===== config.mk =====
export PLATFORM = sky130hd
export DESIGN_NAME = gps_top
export DESIGN_NICKNAME = d
export VERILOG_FILES = /design/src/gps_pkg.sv /design/src/gps_clkdiv.sv /design/src/gps_sync.sv /design/src/gps_top.sv
export VERILOG_INCLUDE_DIRS = /design/src
export SDC_FILE = /design/constraint.sdc
export NUM_CORES = 1
export LEC_CHECK = 0
export BUFFER_PORTS_ARGS = -buffer_cell sky130_fd_sc_hd__buf_2
export CAP_MARGIN = 20
export CORE_UTILIZATION = 52
export CTS_CLUSTER_DIAMETER = 120
export DETAILED_ROUTE_END_ITERATION = 6
export GPL_TIMING_DRIVEN = 0
export PLACE_DENSITY = 0.86
export SYNTH_ARGS = -nofsm -noshare
export SYNTH_HDL_FRONTEND = slang
export SYNTH_SLANG_ARGS = --single-unit
export TNS_END_PERCENT = 50

===== constraint.sdc =====
create_clock -name SYS_CLK_IN -period 4.7 [get_ports SYS_CLK_IN]
set_clock_uncertainty 0.05 [all_clocks]
set_input_delay 0.235 -clock SYS_CLK_IN [delete_from_list [all_inputs] [get_ports SYS_CLK_IN]]
set_output_delay 0.235 -clock SYS_CLK_IN [all_outputs]
set_load 0.05 [all_outputs]

===== src/gps_defines.svh =====
`ifndef GPS_DEFINES_SVH
`define GPS_DEFINES_SVH

// Register byte addresses on the Avalon-MM slave (word index times four).
`define GPS_ADDR_DIR 4'h0
`define GPS_ADDR_DATA 4'h4
`define GPS_ADDR_STRAP 4'h8
`define GPS_ADDR_CTRL 4'hc
`define GPS_ADDR_W 4

// Reset values.
`define GPS_DIR_RST 8'h00
`define GPS_DATA_RST 8'h00

// Strap register fields.
`define GPS_STRAP_BOOT_LSB 0
`define GPS_STRAP_BOOT_MSB 2
`define GPS_STRAP_CLKSRC 3
`define GPS_STRAP_SERSEL 4
`define GPS_STRAP_DONE 5

// Control register fields.
`define GPS_CTRL_BOOTDONE 0
`define GPS_CTRL_CLKSRC 1

// Pin positions.
`define GPS_PIN_SP0 3
`define GPS_PIN_HSK 4
`define GPS_PIN_SP2 5
`define GPS_PIN_SERSEL 7

// Edges after reset release before the synchronised straps are valid.
`define GPS_SYNC_FILL 2'h2

// Fast peripheral clock divider.
`define GPS_CLK_DIV 3'h4
`define GPS_DIV_W 2

`endif


===== src/gps_pkg.sv =====
package gps_pkg;
  typedef enum logic [1:0] {
    GPS_ST_RESET = 2'b00,
    GPS_ST_BOOT = 2'b01,
    GPS_ST_RUN = 2'b11
  } gps_state_t;
endpackage


===== src/gps_clkdiv.sv =====
`timescale 1ns/10ps
`include "gps_defines.svh"
module gps_clkdiv (
  // Clock and reset.
  input wire logic clk_in,
  input wire logic rst_n_in,
  input wire logic ce_in,
  // Source clocks as sampled levels.
  input wire logic src_sel_in,
  input wire logic ext_clk_in,
  input wire logic osc_clk_in,
  // Divided clock.
  output logic clk_out
);
  logic [`GPS_DIV_W-1:0] cnt;
  logic [`GPS_DIV_W-1:0] next_cnt;
  logic prev_src;
  logic next_prev_src;
  logic next_clk;
  logic src;

  always_comb begin
    src = src_sel_in ? osc_clk_in : ext_clk_in;
    next_cnt = cnt;
    next_clk = clk_out;
    next_prev_src = prev_src;
    if (ce_in) begin
      next_prev_src = src;
      // Two source rises per half period give divide by four.
      if (src && !prev_src) begin
        next_cnt = cnt + 2'h1;
        if (cnt[0]) begin
          next_clk = ~clk_out;
        end
      end
    end
  end

  always_ff @(posedge clk_in or negedge rst_n_in) begin
    if (!rst_n_in) begin
      cnt <= '0;
      clk_out <= 1'b0;
      prev_src <= 1'b0;
    end else begin
      cnt <= next_cnt;
      clk_out <= next_clk;
      prev_src <= next_prev_src;
    end
  end
endmodule


===== src/gps_sync.sv =====
`timescale 1ns/10ps
module gps_sync (
  // Clock and reset.
  input wire logic clk_in,
  input wire logic rst_n_in,
  input wire logic ce_in,
  // Data.
  input wire logic [7:0] d_in,
  output logic [7:0] q_out
);
  logic [7:0] stage1;
  logic [7:0] next_stage1;
  logic [7:0] next_q;

  always_comb begin
    next_stage1 = ce_in ? d_in : stage1;
    next_q = ce_in ? stage1 : q_out;
  end

  always_ff @(posedge clk_in or negedge rst_n_in) begin
    if (!rst_n_in) begin
      stage1 <= 8'h00;
      q_out <= 8'h00;
    end else begin
      stage1 <= next_stage1;
      q_out <= next_q;
    end
  end
endmodule


===== src/gps_top.sv =====
// Functional notes
// - Each of the eight pins has its own direction bit.
// - Data reads return input levels; written values drive output pins.
// - All pins become inputs after reset.
// - Pins 2 to 0 are sampled after reset as boot mode code.
// - Boot strap pins are ordinary I/O once booting finishes.
// - Pin 4 may drive boot handshake; board must not drive it then.
// - After bootload, software may reconfigure pin 4 freely.
// - Serial pin zero is bit 3 if pin 7 low, else transmit clock; the code drives transmit clock there only once booting finishes.
// - Serial pin two is transmit frame sync if pin 7 high at reset; the code drives frame sync there only once booting finishes.
// - Strap functions are fixed at the rising edge of reset.
// - Pin 4 low at reset clears the clock source select bit.
// - Fast peripheral clock is selected source divided by four.
//
// The register addresses and the Avalon-MM slave port were decided locally.
`timescale 1ns/10ps
`include "gps_defines.svh"
module gps_top (
  // Clock, reset and enable.
  input wire logic SYS_CLK_IN,
  input wire logic RST_N_IN,
  input wire logic CE_IN,
  // Avalon-MM slave.
  input wire logic [`GPS_ADDR_W-1:0] AVS_ADDRESS_IN,
  input wire logic AVS_READ_IN,
  input wire logic AVS_WRITE_IN,
  input wire logic [31:0] AVS_WRITEDATA_IN,
  input wire logic [3:0] AVS_BYTEENABLE_IN,
  output logic [31:0] AVS_READDATA_OUT,
  output logic AVS_WAITREQUEST_OUT,
  output logic AVS_RESPONSE_ERR_OUT,
  // General-purpose pins.
  input wire logic [7:0] GPIO_IN,
  output logic [7:0] GPIO_OUT,
  output logic [7:0] GPIO_OE_OUT,
  // Boot loader side.
  input wire logic BOOT_HSK_EN_IN,
  input wire logic BOOT_HSK_VAL_IN,
  input wire logic BOOT_DONE_IN,
  // Serial port two transmit signals.
  input wire logic SER2_CLK_IN,
  input wire logic SER2_CLK_OE_IN,
  input wire logic SER2_FS_IN,
  input wire logic SER2_FS_OE_IN,
  output logic SER2_CLK_PIN_OUT,
  output logic SER2_FS_PIN_OUT,
  // Clock sources and results.
  input wire logic EXT_CLK_IN,
  input wire logic OSC_CLK_IN,
  output logic FAST_PERIPH_CLK_OUT,
  output logic [2:0] BOOT_MODE_SELECT_OUT,
  output logic CLOCK_SOURCE_SELECT_OUT
);
  logic [7:0] pin_sync;
  logic [7:0] pin_direction_register;
  logic [7:0] pin_data_register;
  logic [7:0] next_dir;
  logic [7:0] next_data;
  logic [2:0] boot_mode_select;
  logic [2:0] next_boot_mode;
  logic serial_select;
  logic next_serial_select;
  logic clock_source_select_bit;
  logic next_clksrc;
  logic sw_boot_done;
  logic next_sw_boot_done;
  logic [1:0] clk_sync;
  logic [1:0] clk_meta;
  gps_pkg::gps_state_t state;
  gps_pkg::gps_state_t next_state;
  logic [31:0] next_rdata;
  logic next_err;
  logic boot_active;
  logic [7:0] drive_mask;
  logic [7:0] wmask;
  logic [7:0] wbyte;
  logic [7:0] pin_view;
  logic access;
  logic rd_ack;
  logic next_rd_ack;
  logic [1:0] fill;
  logic [1:0] next_fill;

  // Byte-lane write merge shared by the direction and data registers.
  // Bits whose lane is disabled keep their old value.
  function automatic logic [7:0] gps_merge(input logic [7:0] old, input logic [7:0] val,
    input logic [7:0] mask);
    return (val & mask) | (old & ~mask);
  endfunction

  ////////////////////////////////////////////////////////////////////////////
  // Input synchronisers.

  gps_sync u_pin_sync (
    .clk_in(SYS_CLK_IN),
    .rst_n_in(RST_N_IN),
    .ce_in(CE_IN),
    .d_in(GPIO_IN),
    .q_out(pin_sync)
  );

  always_ff @(posedge SYS_CLK_IN or negedge RST_N_IN) begin
    if (!RST_N_IN) begin
      clk_meta <= 2'h0;
      clk_sync <= 2'h0;
    end else if (CE_IN) begin
      clk_meta <= {OSC_CLK_IN, EXT_CLK_IN};
      clk_sync <= clk_meta;
    end
  end

  ////////////////////////////////////////////////////////////////////////////
  // Strap capture and boot sequencing.

  always_comb begin
    next_state = state;
    next_boot_mode = boot_mode_select;
    next_serial_select = serial_select;
    next_clksrc = clock_source_select_bit;
    next_fill = fill;
    if (CE_IN) begin
      unique case (state)
        gps_pkg::GPS_ST_RESET: begin
          // The synchronisers restart empty, so the levels seen at reset release
          // reach their second stage only after a few edges.
          next_fill = fill + 2'h1;
          if (fill == `GPS_SYNC_FILL) begin
            next_boot_mode = pin_sync[`GPS_STRAP_BOOT_MSB:`GPS_STRAP_BOOT_LSB];
            next_serial_select = pin_sync[`GPS_PIN_SERSEL];
            next_clksrc = pin_sync[`GPS_PIN_HSK];
            next_state = gps_pkg::GPS_ST_BOOT;
          end
        end
        gps_pkg::GPS_ST_BOOT: begin
          if (BOOT_DONE_IN || sw_boot_done) begin
            next_state = gps_pkg::GPS_ST_RUN;
          end
        end
        gps_pkg::GPS_ST_RUN: begin
          next_state = gps_pkg::GPS_ST_RUN;
        end
        default: begin
          next_state = gps_pkg::GPS_ST_RESET;
        end
      endcase
      if (access && AVS_WRITE_IN && AVS_ADDRESS_IN == `GPS_ADDR_CTRL && AVS_BYTEENABLE_IN[0]) begin
        next_clksrc = AVS_WRITEDATA_IN[`GPS_CTRL_CLKSRC];
      end
    end
  end

  always_ff @(posedge SYS_CLK_IN or negedge RST_N_IN) begin
    if (!RST_N_IN) begin
      state <= gps_pkg::GPS_ST_RESET;
      boot_mode_select <= 3'h0;
      serial_select <= 1'b0;
      clock_source_select_bit <= 1'b0;
      fill <= 2'h0;
    end else begin
      state <= next_state;
      boot_mode_select <= next_boot_mode;
      serial_select <= next_serial_select;
      clock_source_select_bit <= next_clksrc;
      fill <= next_fill;
    end
  end

  // Boot functions stay active until BOOT_DONE_IN or the software done bit moves the sequencer to run.
  assign boot_active = (state != gps_pkg::GPS_ST_RUN);

  ////////////////////////////////////////////////////////////////////////////
  // Register file on Avalon-MM.

  // A read waits one cycle so that its data stand registered at the edge where
  // waitrequest is sampled low.
  // A write never waits and lands at its first edge.
  assign AVS_WAITREQUEST_OUT = AVS_READ_IN && !rd_ack;
  assign access = CE_IN && ((AVS_READ_IN && !rd_ack) || AVS_WRITE_IN);
  assign wbyte = AVS_WRITEDATA_IN[7:0];
  assign wmask = {8{AVS_BYTEENABLE_IN[0]}};

  always_comb begin
    next_dir = pin_direction_register;
    next_data = pin_data_register;
    next_sw_boot_done = sw_boot_done;
    next_rdata = AVS_READDATA_OUT;
    next_err = AVS_RESPONSE_ERR_OUT;
    next_rd_ack = rd_ack;
    // The flag marks only the second cycle of a read, so reads issued back to
    // back each wait once.
    if (CE_IN) begin
      next_rd_ack = AVS_READ_IN && !rd_ack;
    end
    if (access) begin
      next_rdata = 32'h0000_0000;
      next_err = 1'b0;
      unique case (AVS_ADDRESS_IN)
        `GPS_ADDR_DIR: begin
          if (AVS_WRITE_IN) begin
            next_dir = gps_merge(pin_direction_register, wbyte, wmask);
          end
          next_rdata[7:0] = pin_direction_register;
        end
        `GPS_ADDR_DATA: begin
          if (AVS_WRITE_IN) begin
            next_data = gps_merge(pin_data_register, wbyte, wmask);
          end
          next_rdata[7:0] = pin_view;
        end
        `GPS_ADDR_STRAP: begin
          next_rdata[`GPS_STRAP_BOOT_MSB:`GPS_STRAP_BOOT_LSB] = boot_mode_select;
          next_rdata[`GPS_STRAP_CLKSRC] = clock_source_select_bit;
          next_rdata[`GPS_STRAP_SERSEL] = serial_select;
          next_rdata[`GPS_STRAP_DONE] = ~boot_active;
        end
        `GPS_ADDR_CTRL: begin
          if (AVS_WRITE_IN && AVS_BYTEENABLE_IN[0] && AVS_WRITEDATA_IN[`GPS_CTRL_BOOTDONE]) begin
            next_sw_boot_done = 1'b1;
          end
          next_rdata[`GPS_CTRL_BOOTDONE] = sw_boot_done;
          next_rdata[`GPS_CTRL_CLKSRC] = clock_source_select_bit;
        end
        default: begin
          next_err = 1'b1;
        end
      endcase
    end
  end

  always_ff @(posedge SYS_CLK_IN or negedge RST_N_IN) begin
    if (!RST_N_IN) begin
      pin_direction_register <= `GPS_DIR_RST;
      pin_data_register <= `GPS_DATA_RST;
      sw_boot_done <= 1'b0;
      rd_ack <= 1'b0;
      AVS_READDATA_OUT <= 32'h0000_0000;
      AVS_RESPONSE_ERR_OUT <= 1'b0;
    end else begin
      pin_direction_register <= next_dir;
      pin_data_register <= next_data;
      sw_boot_done <= next_sw_boot_done;
      rd_ack <= next_rd_ack;
      AVS_READDATA_OUT <= next_rdata;
      AVS_RESPONSE_ERR_OUT <= next_err;
    end
  end

  // Output pins read back their driven value, inputs their synchronised level.
  assign pin_view = (pin_direction_register & pin_data_register) |
                    (~pin_direction_register & pin_sync);

  ////////////////////////////////////////////////////////////////////////////
  // Pin drivers and serial sharing.

  always_comb begin
    drive_mask = pin_direction_register;
    GPIO_OUT = pin_data_register;
    if (serial_select && !boot_active) begin
      drive_mask[`GPS_PIN_SP0] = SER2_CLK_OE_IN;
      GPIO_OUT[`GPS_PIN_SP0] = SER2_CLK_IN;
    end
    if (serial_select && !boot_active) begin
      drive_mask[`GPS_PIN_SP2] = SER2_FS_OE_IN;
      GPIO_OUT[`GPS_PIN_SP2] = SER2_FS_IN;
    end
    if (boot_active) begin
      drive_mask[`GPS_PIN_HSK] = BOOT_HSK_EN_IN;
      GPIO_OUT[`GPS_PIN_HSK] = BOOT_HSK_VAL_IN;
    end
    GPIO_OE_OUT = drive_mask;
    SER2_CLK_PIN_OUT = serial_select & pin_sync[`GPS_PIN_SP0];
    SER2_FS_PIN_OUT = serial_select & pin_sync[`GPS_PIN_SP2];
  end

  ////////////////////////////////////////////////////////////////////////////
  // Fast peripheral clock.

  gps_clkdiv u_clkdiv (
    .clk_in(SYS_CLK_IN),
    .rst_n_in(RST_N_IN),
    .ce_in(CE_IN),
    .src_sel_in(clock_source_select_bit),
    .ext_clk_in(clk_sync[0]),
    .osc_clk_in(clk_sync[1]),
    .clk_out(FAST_PERIPH_CLK_OUT)
  );

  assign BOOT_MODE_SELECT_OUT = boot_mode_select;
  assign CLOCK_SOURCE_SELECT_OUT = clock_source_select_bit;
endmodule


* Word level (Yosys, flattened, before mapping)
Index checks and enable logic that the tools add are counted.
** Storage, ports and cells
- Register bits :: 60
- Bits in latches :: 0
- RAM bits :: 0
- Memory bits (read-only) :: 0
- Memories kept :: 0
** Operators by class
- $add $sub $neg :: 2
- Multipliers :: 0
- Div/mod/pow operators :: 0
- Order comparisons :: 0
- Equal/unequal tests :: 9
- Shift operators :: 0
- Mux-type cells :: 17
- Bitwise logic cells :: 14
- Reduce and logical (&&, ||, !) cells :: 28
** Operators with widths (count)
- AND 8 bit :: 5
- bitwise OR 8 bit :: 3
- AND reduction 3 bit :: 7
- inverter 8 bit :: 2
- one-hot mux 4 bit (3 select lines) :: 1
- 2-to-1 mux 1 bit :: 11
- logical AND 1 bit :: 9
- == test 4 bit, second input constant :: 2
- one-hot mux 2 bit (4 select lines) :: 1
- inequality test 2 bit, second input constant :: 3
- one-hot mux 2 bit (3 select lines) :: 1
- adder 2 x 1 -> 2 bit, second input constant :: 2
- == test 2 bit, second input constant :: 2
- == test 4 x 3 -> 1 bit, second input constant :: 1
- logical NOT 4 bit :: 1
- 2-to-1 mux 2 bit :: 2
- one-hot mux 2 bit (2 select lines) :: 1
- AND reduction 2 bit :: 2
- nonzero test 2 bit :: 2
- OR reduction 4 bit :: 1
- logical NOT 1 bit :: 3
- AND 1 bit :: 2
- == test 2 x 1 -> 1 bit, second input constant :: 1
- logical NOT 2 bit :: 1
- other kinds (2) :: 4

* Logic depth before layout (Yosys ltp)
- Depth after elaboration :: 9
- Depth in mapped cells :: 6

* Hierarchy
From an unflattened synthesis, not the netlist that was laid out.
** Second synthesis, totals
- Cell total of the unflattened synthesis :: 235
- Area, all modules :: 2964.1 um2
** Modules (own cells, without submodules)
- gps_top :: instances 1, cells an instance 190, area each 2177.1 um2, seq. area each 1001.0 um2
- gps_sync :: instances 1, cells an instance 34, area each 649.4 um2, seq. area each 400.4 um2
- gps_clkdiv :: instances 1, cells an instance 11, area each 137.6 um2, seq. area each 75.1 um2

* Least setup slack after synthesis
No wires, ideal clock.
- Kind :: register -> register
- Start :: register rd_ack
- End :: register AVS_READDATA_OUT[0]
- Library setup time :: 139 ps
- Arrival :: 1790 ps
- Required time :: 4511 ps
- Setup slack :: 2721 ps
- Stages on the path, launching flop included :: 6
- Clock period less this slack :: 1979 ps
- Path through :: dfrtp_1 > nor2b_1 > o21ai_1 > clkbuf_1 > nand2_1 > o21ai_0
** On the way
- Longest elaborated chain between the ends :: 4
** Ends and longest elaborated chain
- start: declaration :: RTL line gps_top.sv:79 : logic rd_ack;
- start signal: assignment :: RTL line gps_top.sv:242 : rd_ack <= next_rd_ack;
- logical NOT 1 bit
- logical AND 1 bit
- named net AVS_WAITREQUEST_OUT :: RTL line gps_top.sv:30 : output logic AVS_WAITREQUEST_OUT,
- logical OR 1 bit :: RTL line gps_top.sv:178 : assign access = CE_IN && ((AVS_READ_IN && !rd_ack) || AVS_WRITE_IN);
- logical AND 1 bit :: RTL line gps_top.sv:178
- end signal: assignment :: RTL line gps_top.sv:243 : AVS_READDATA_OUT <= next_rdata;
- end: declaration :: RTL line gps_top.sv:29 : output logic [31:0] AVS_READDATA_OUT,
The timed path passes the listed nets, and every way through them passes these cells.
A chain may end at the register's enable or synchronous reset.

* Final worst setup path
- Start :: register state[1]
- End :: output GPIO_OE_OUT[3]
** On the way
- Longest elaborated chain between the ends :: 4
** Ends and longest elaborated chain
- start: declaration :: RTL line gps_top.sv:69 : gps_pkg::gps_state_t state;
- start signal: assignment :: RTL line gps_top.sv:154 : state <= gps_pkg::GPS_ST_RESET;
- start signal: assignment :: RTL line gps_top.sv:160 : state <= next_state;
- inequality test 2 bit :: RTL line gps_top.sv:169 : assign boot_active = (state != gps_pkg::GPS_ST_RUN);
- logical NOT 1 bit :: RTL line gps_top.sv:258 : if (serial_select && !boot_active) begin
- logical AND 1 bit :: RTL line gps_top.sv:258
- 2-to-1 mux 1 bit :: RTL line gps_top.sv:258
- end: declaration :: RTL line gps_top.sv:35 : output logic [7:0] GPIO_OE_OUT,
No other way between the ends.

==> impl_results.md <==
* Netlist cell types at 33
* Dpl hpwl at 4.23 mm
* Power Density at 484 mW/mm^2
* Crit. Startpoint: state[1]$_DFFE_PN0P_
* Core ar. at 0.00517 mm^2
* P&R area growth vs syn at 26.3%
* Ant diodes at 0
* Power Total at 1.74 mW
* Std-Cell Rows at 26
* Register area share after synthesis at 0.519
* Worst Path Max Fanout at 8
* Reg2reg start: fill[0]$_DFFE_PN0P_
* LEAKAGE at 1.82 nW
* Synth Register Bits at 59
* Outcome: completed
* Nature of the critical path endpoint: output port
* Fin util at 0.694
* Post-CTS resize count at 0
* Pre-CTS setup slack at 2.83 ns
* CTS tree: done
* Rel. slew slack at 0.509
* GRT met1 Usage at 0.279
* Nets@finish at 405
* Root buffer cell: clkbuf_8
* Fin. Hold Viols at 0
* GPL Wtd Cong at 0.858
* Share of cells above drive strength 1 at 0.496
* Worst VDD drop at 0.276 mV
* IO Count at 119
* Slowest CP cell: dfrtp_1
* Clock latency on the worst-skew pair at 0.34 ns
* Layout fillers at 434
* Max-slew violations at 0
* # DRC at 0
* Drt pass-1 iters at 4
* CTS Buf Count at 9
* Worst-path clk slew at 0.07 ns
* PnR worst setup slack at 2.82 ns
* CP peak stage delay at 0.46 ns
* Fmax at 531 MHz
* Die Wd at 75.9 um
* Mapped Avg Cell Area at 11.8 um^2
* Crit-path cells: nand3_1, mux2_2, buf_2
* Vias/cell at 4.92
* Max Root-Sink Buffers at 2
* Initial antenna violation count at 0
* Die Ht at 75.9 um
* Worst Min Path Start: EXT_CLK_IN
* Clock sink count at 59
* Post-route ant nets at 0
* Period Utilization, post-route at 0.400
* Reported max-cap violation count at 0
* Slew of the pin with the lowest slew margin at 0.730 ns
* Hold WC Path Type: input port to flip-flop
* Routed length per instance at 13.7 um
* Initial core utilization at 0.550
* Gr ovfl total at 0
* Family with the most delay on the worst path: flip-flops
* Synth Instances at 240
* Grt met2 use at 0.340
* DR vias at 2,053
* GRT busiest layer: met2
* Crit Path Class: flip-flop to output port
* Vias in the first global route at 1,957
* # port buffers at 66
* GRT Total Usage at 0.220
* Yosys warning total at 0
* Largest net degree at the start of global routing at 34
* RSZ-0062 raised after global routing: false
* Initial DRC Count at 156
* Worst EP arrival at 1.60 ns
* CP Launch Type: flip-flop
* Required @ worst endpoint at 4.41 ns
* Post-synthesis cell area at 0.00284 mm^2
* Met3 Usage GRT at 0.0566
* Setup_tns at 0 ns
* Die Footprint at 0.00577 mm^2
* Crit path time final at 1.88 ns
* Wire length of the first global-routing pass at 9.49 mm
* H-tree levels at 3
* Final WL at 5.73 mm
* WP buf/inv at 1
* # setup viols final at 0
==> stage by stage <==
stage          area (um^2)  hold slack (ns)  cells
3_5_place_dp          3370            0.226    400
5_1_grt               3590           0.0670    417
4_1_cts               3590           0.0595    417
3_3_place_gp          3350            0.404    399
6_report              3590           0.0761    417
2_1_floorplan         2930           -0.111    263
==> area by class of cell <==
cell class | instances | area [um^2] | area share
plain buffers | 42 | 299 | 0.0833
multi-input cells | 153 | 1120 | 0.312
clock inverters | 4 | 47.5 | 0.0132
inverters | 9 | 33.8 | 0.00941
clock buffers | 12 | 165 | 0.0460
repair buffers | 68 | 360 | 0.100
well taps | 70 | 87.6 | 0.0244
flip-flops and latches | 59 | 1480 | 0.411
==> cells in the final DEF, fill, tap and decap left out, drive strengths merged <==
| cell | count |
|---|---|
| nand2b | 2 |
| o21a | 2 |
| a21o | 1 |
| nand3 | 2 |
| nor4 | 1 |
| ha | 1 |
| dlygate4sd3 | 1 |
| and2 | 2 |
| xor2 | 1 |
| nand3b | 1 |
| a21oi | 11 |
| mux2 | 49 |
| buf | 105 |
| dfrtp | 59 |
| clkbuf | 16 |
| o21ai | 13 |
| inv | 9 |
| a32oi | 1 |
| a22oi | 3 |
| mux2i | 3 |
| xnor2 | 2 |
| o31ai | 1 |
| nor3 | 2 |
| nor2b | 1 |
| nand2 | 15 |
| clkinvlp | 1 |
| nor3b | 2 |
| bufinv | 1 |
| nor2 | 4 |
| clkinv | 2 |
| conb | 24 |
| a31oi | 8 |
| or2 | 1 |
==> cell usage after synthesis <==
library cell  number  share of area
a31oi_1            8          0.018
a21o_1             1         0.0026
o31ai_1            1         0.0026
inv_1              9          0.012
nor2b_1            1         0.0022
nor3b_1            1         0.0026
mux2_2            49           0.19
nand2_1           15          0.020
a32oi_1            1         0.0031
nor2_1             4         0.0053
a21oi_1           11          0.019
ha_1               1         0.0044
xnor2_1            2         0.0062
buf_6              1         0.0040
clkbuf_1           4         0.0053
and2_1             2         0.0044
nor3_1             2         0.0035
a22oi_1            3         0.0079
nand2b_1           2         0.0044
buf_4             35          0.092
nor4_4             1         0.0075
o21ai_1            1         0.0018
nand3_1            2         0.0035
mux2i_1            3          0.011
conb_1             1         0.0013
nand3b_1           1         0.0026
o21ai_0           12          0.021
or2_1              1         0.0022
buf_2              2         0.0035
o21a_1             2         0.0053
xor2_1             1         0.0031
dfrtp_1           59           0.52
nor3b_2            1         0.0044
==> final timing paths <==
check                                                      end  slack, ns  cells past startpoint
max                                             GPIO_OE_OUT[3]       2.82                      3
max in group asynchronous           asynchronous set/reset pin       3.61                      3
min reg2reg                    AVS_READDATA_OUT[5]$_DFFE_PN0P_       0.42                      2
max reg2reg                CLOCK_SOURCE_SELECT_OUT$_DFFE_PN0P_       2.84                      6
min                                    clk_meta[0]$_DFFE_PN0P_       0.08                      2
min in group asynchronous              clk_meta[1]$_DFFE_PN0P_       0.40                      2
==> layer usage <==
metal  routed length, um  vias to the layer above
met2                2720                       89
met4                 184                        0
met5                   0                        -
li1                    -                      979
met3                 385                       18
met1                2440                      967
==> logic make-up after synthesis <==
logic type,share of synthesized area
muxes,0.205
DFF,0.519
AOI/OAI and AO/OA,0.0814
buffers and inverters,0.117
other,0.00132
and+or+nand+nor,0.0625
adders and majority gates,0.00440
xor gates and xnor gates,0.00924
==> power breakdown <==
part	switching, mW	internal, mW
clock network	0.200	0.286
registers	0.0739	0.600
logic	0.383	0.193
==> repair_timing <==
item                      CTS  global route
hold buffers                1             0
hold endpoints to repair   26             0
setup buffers               0             0
Note: power is estimated with default switching activity, not from simulation.
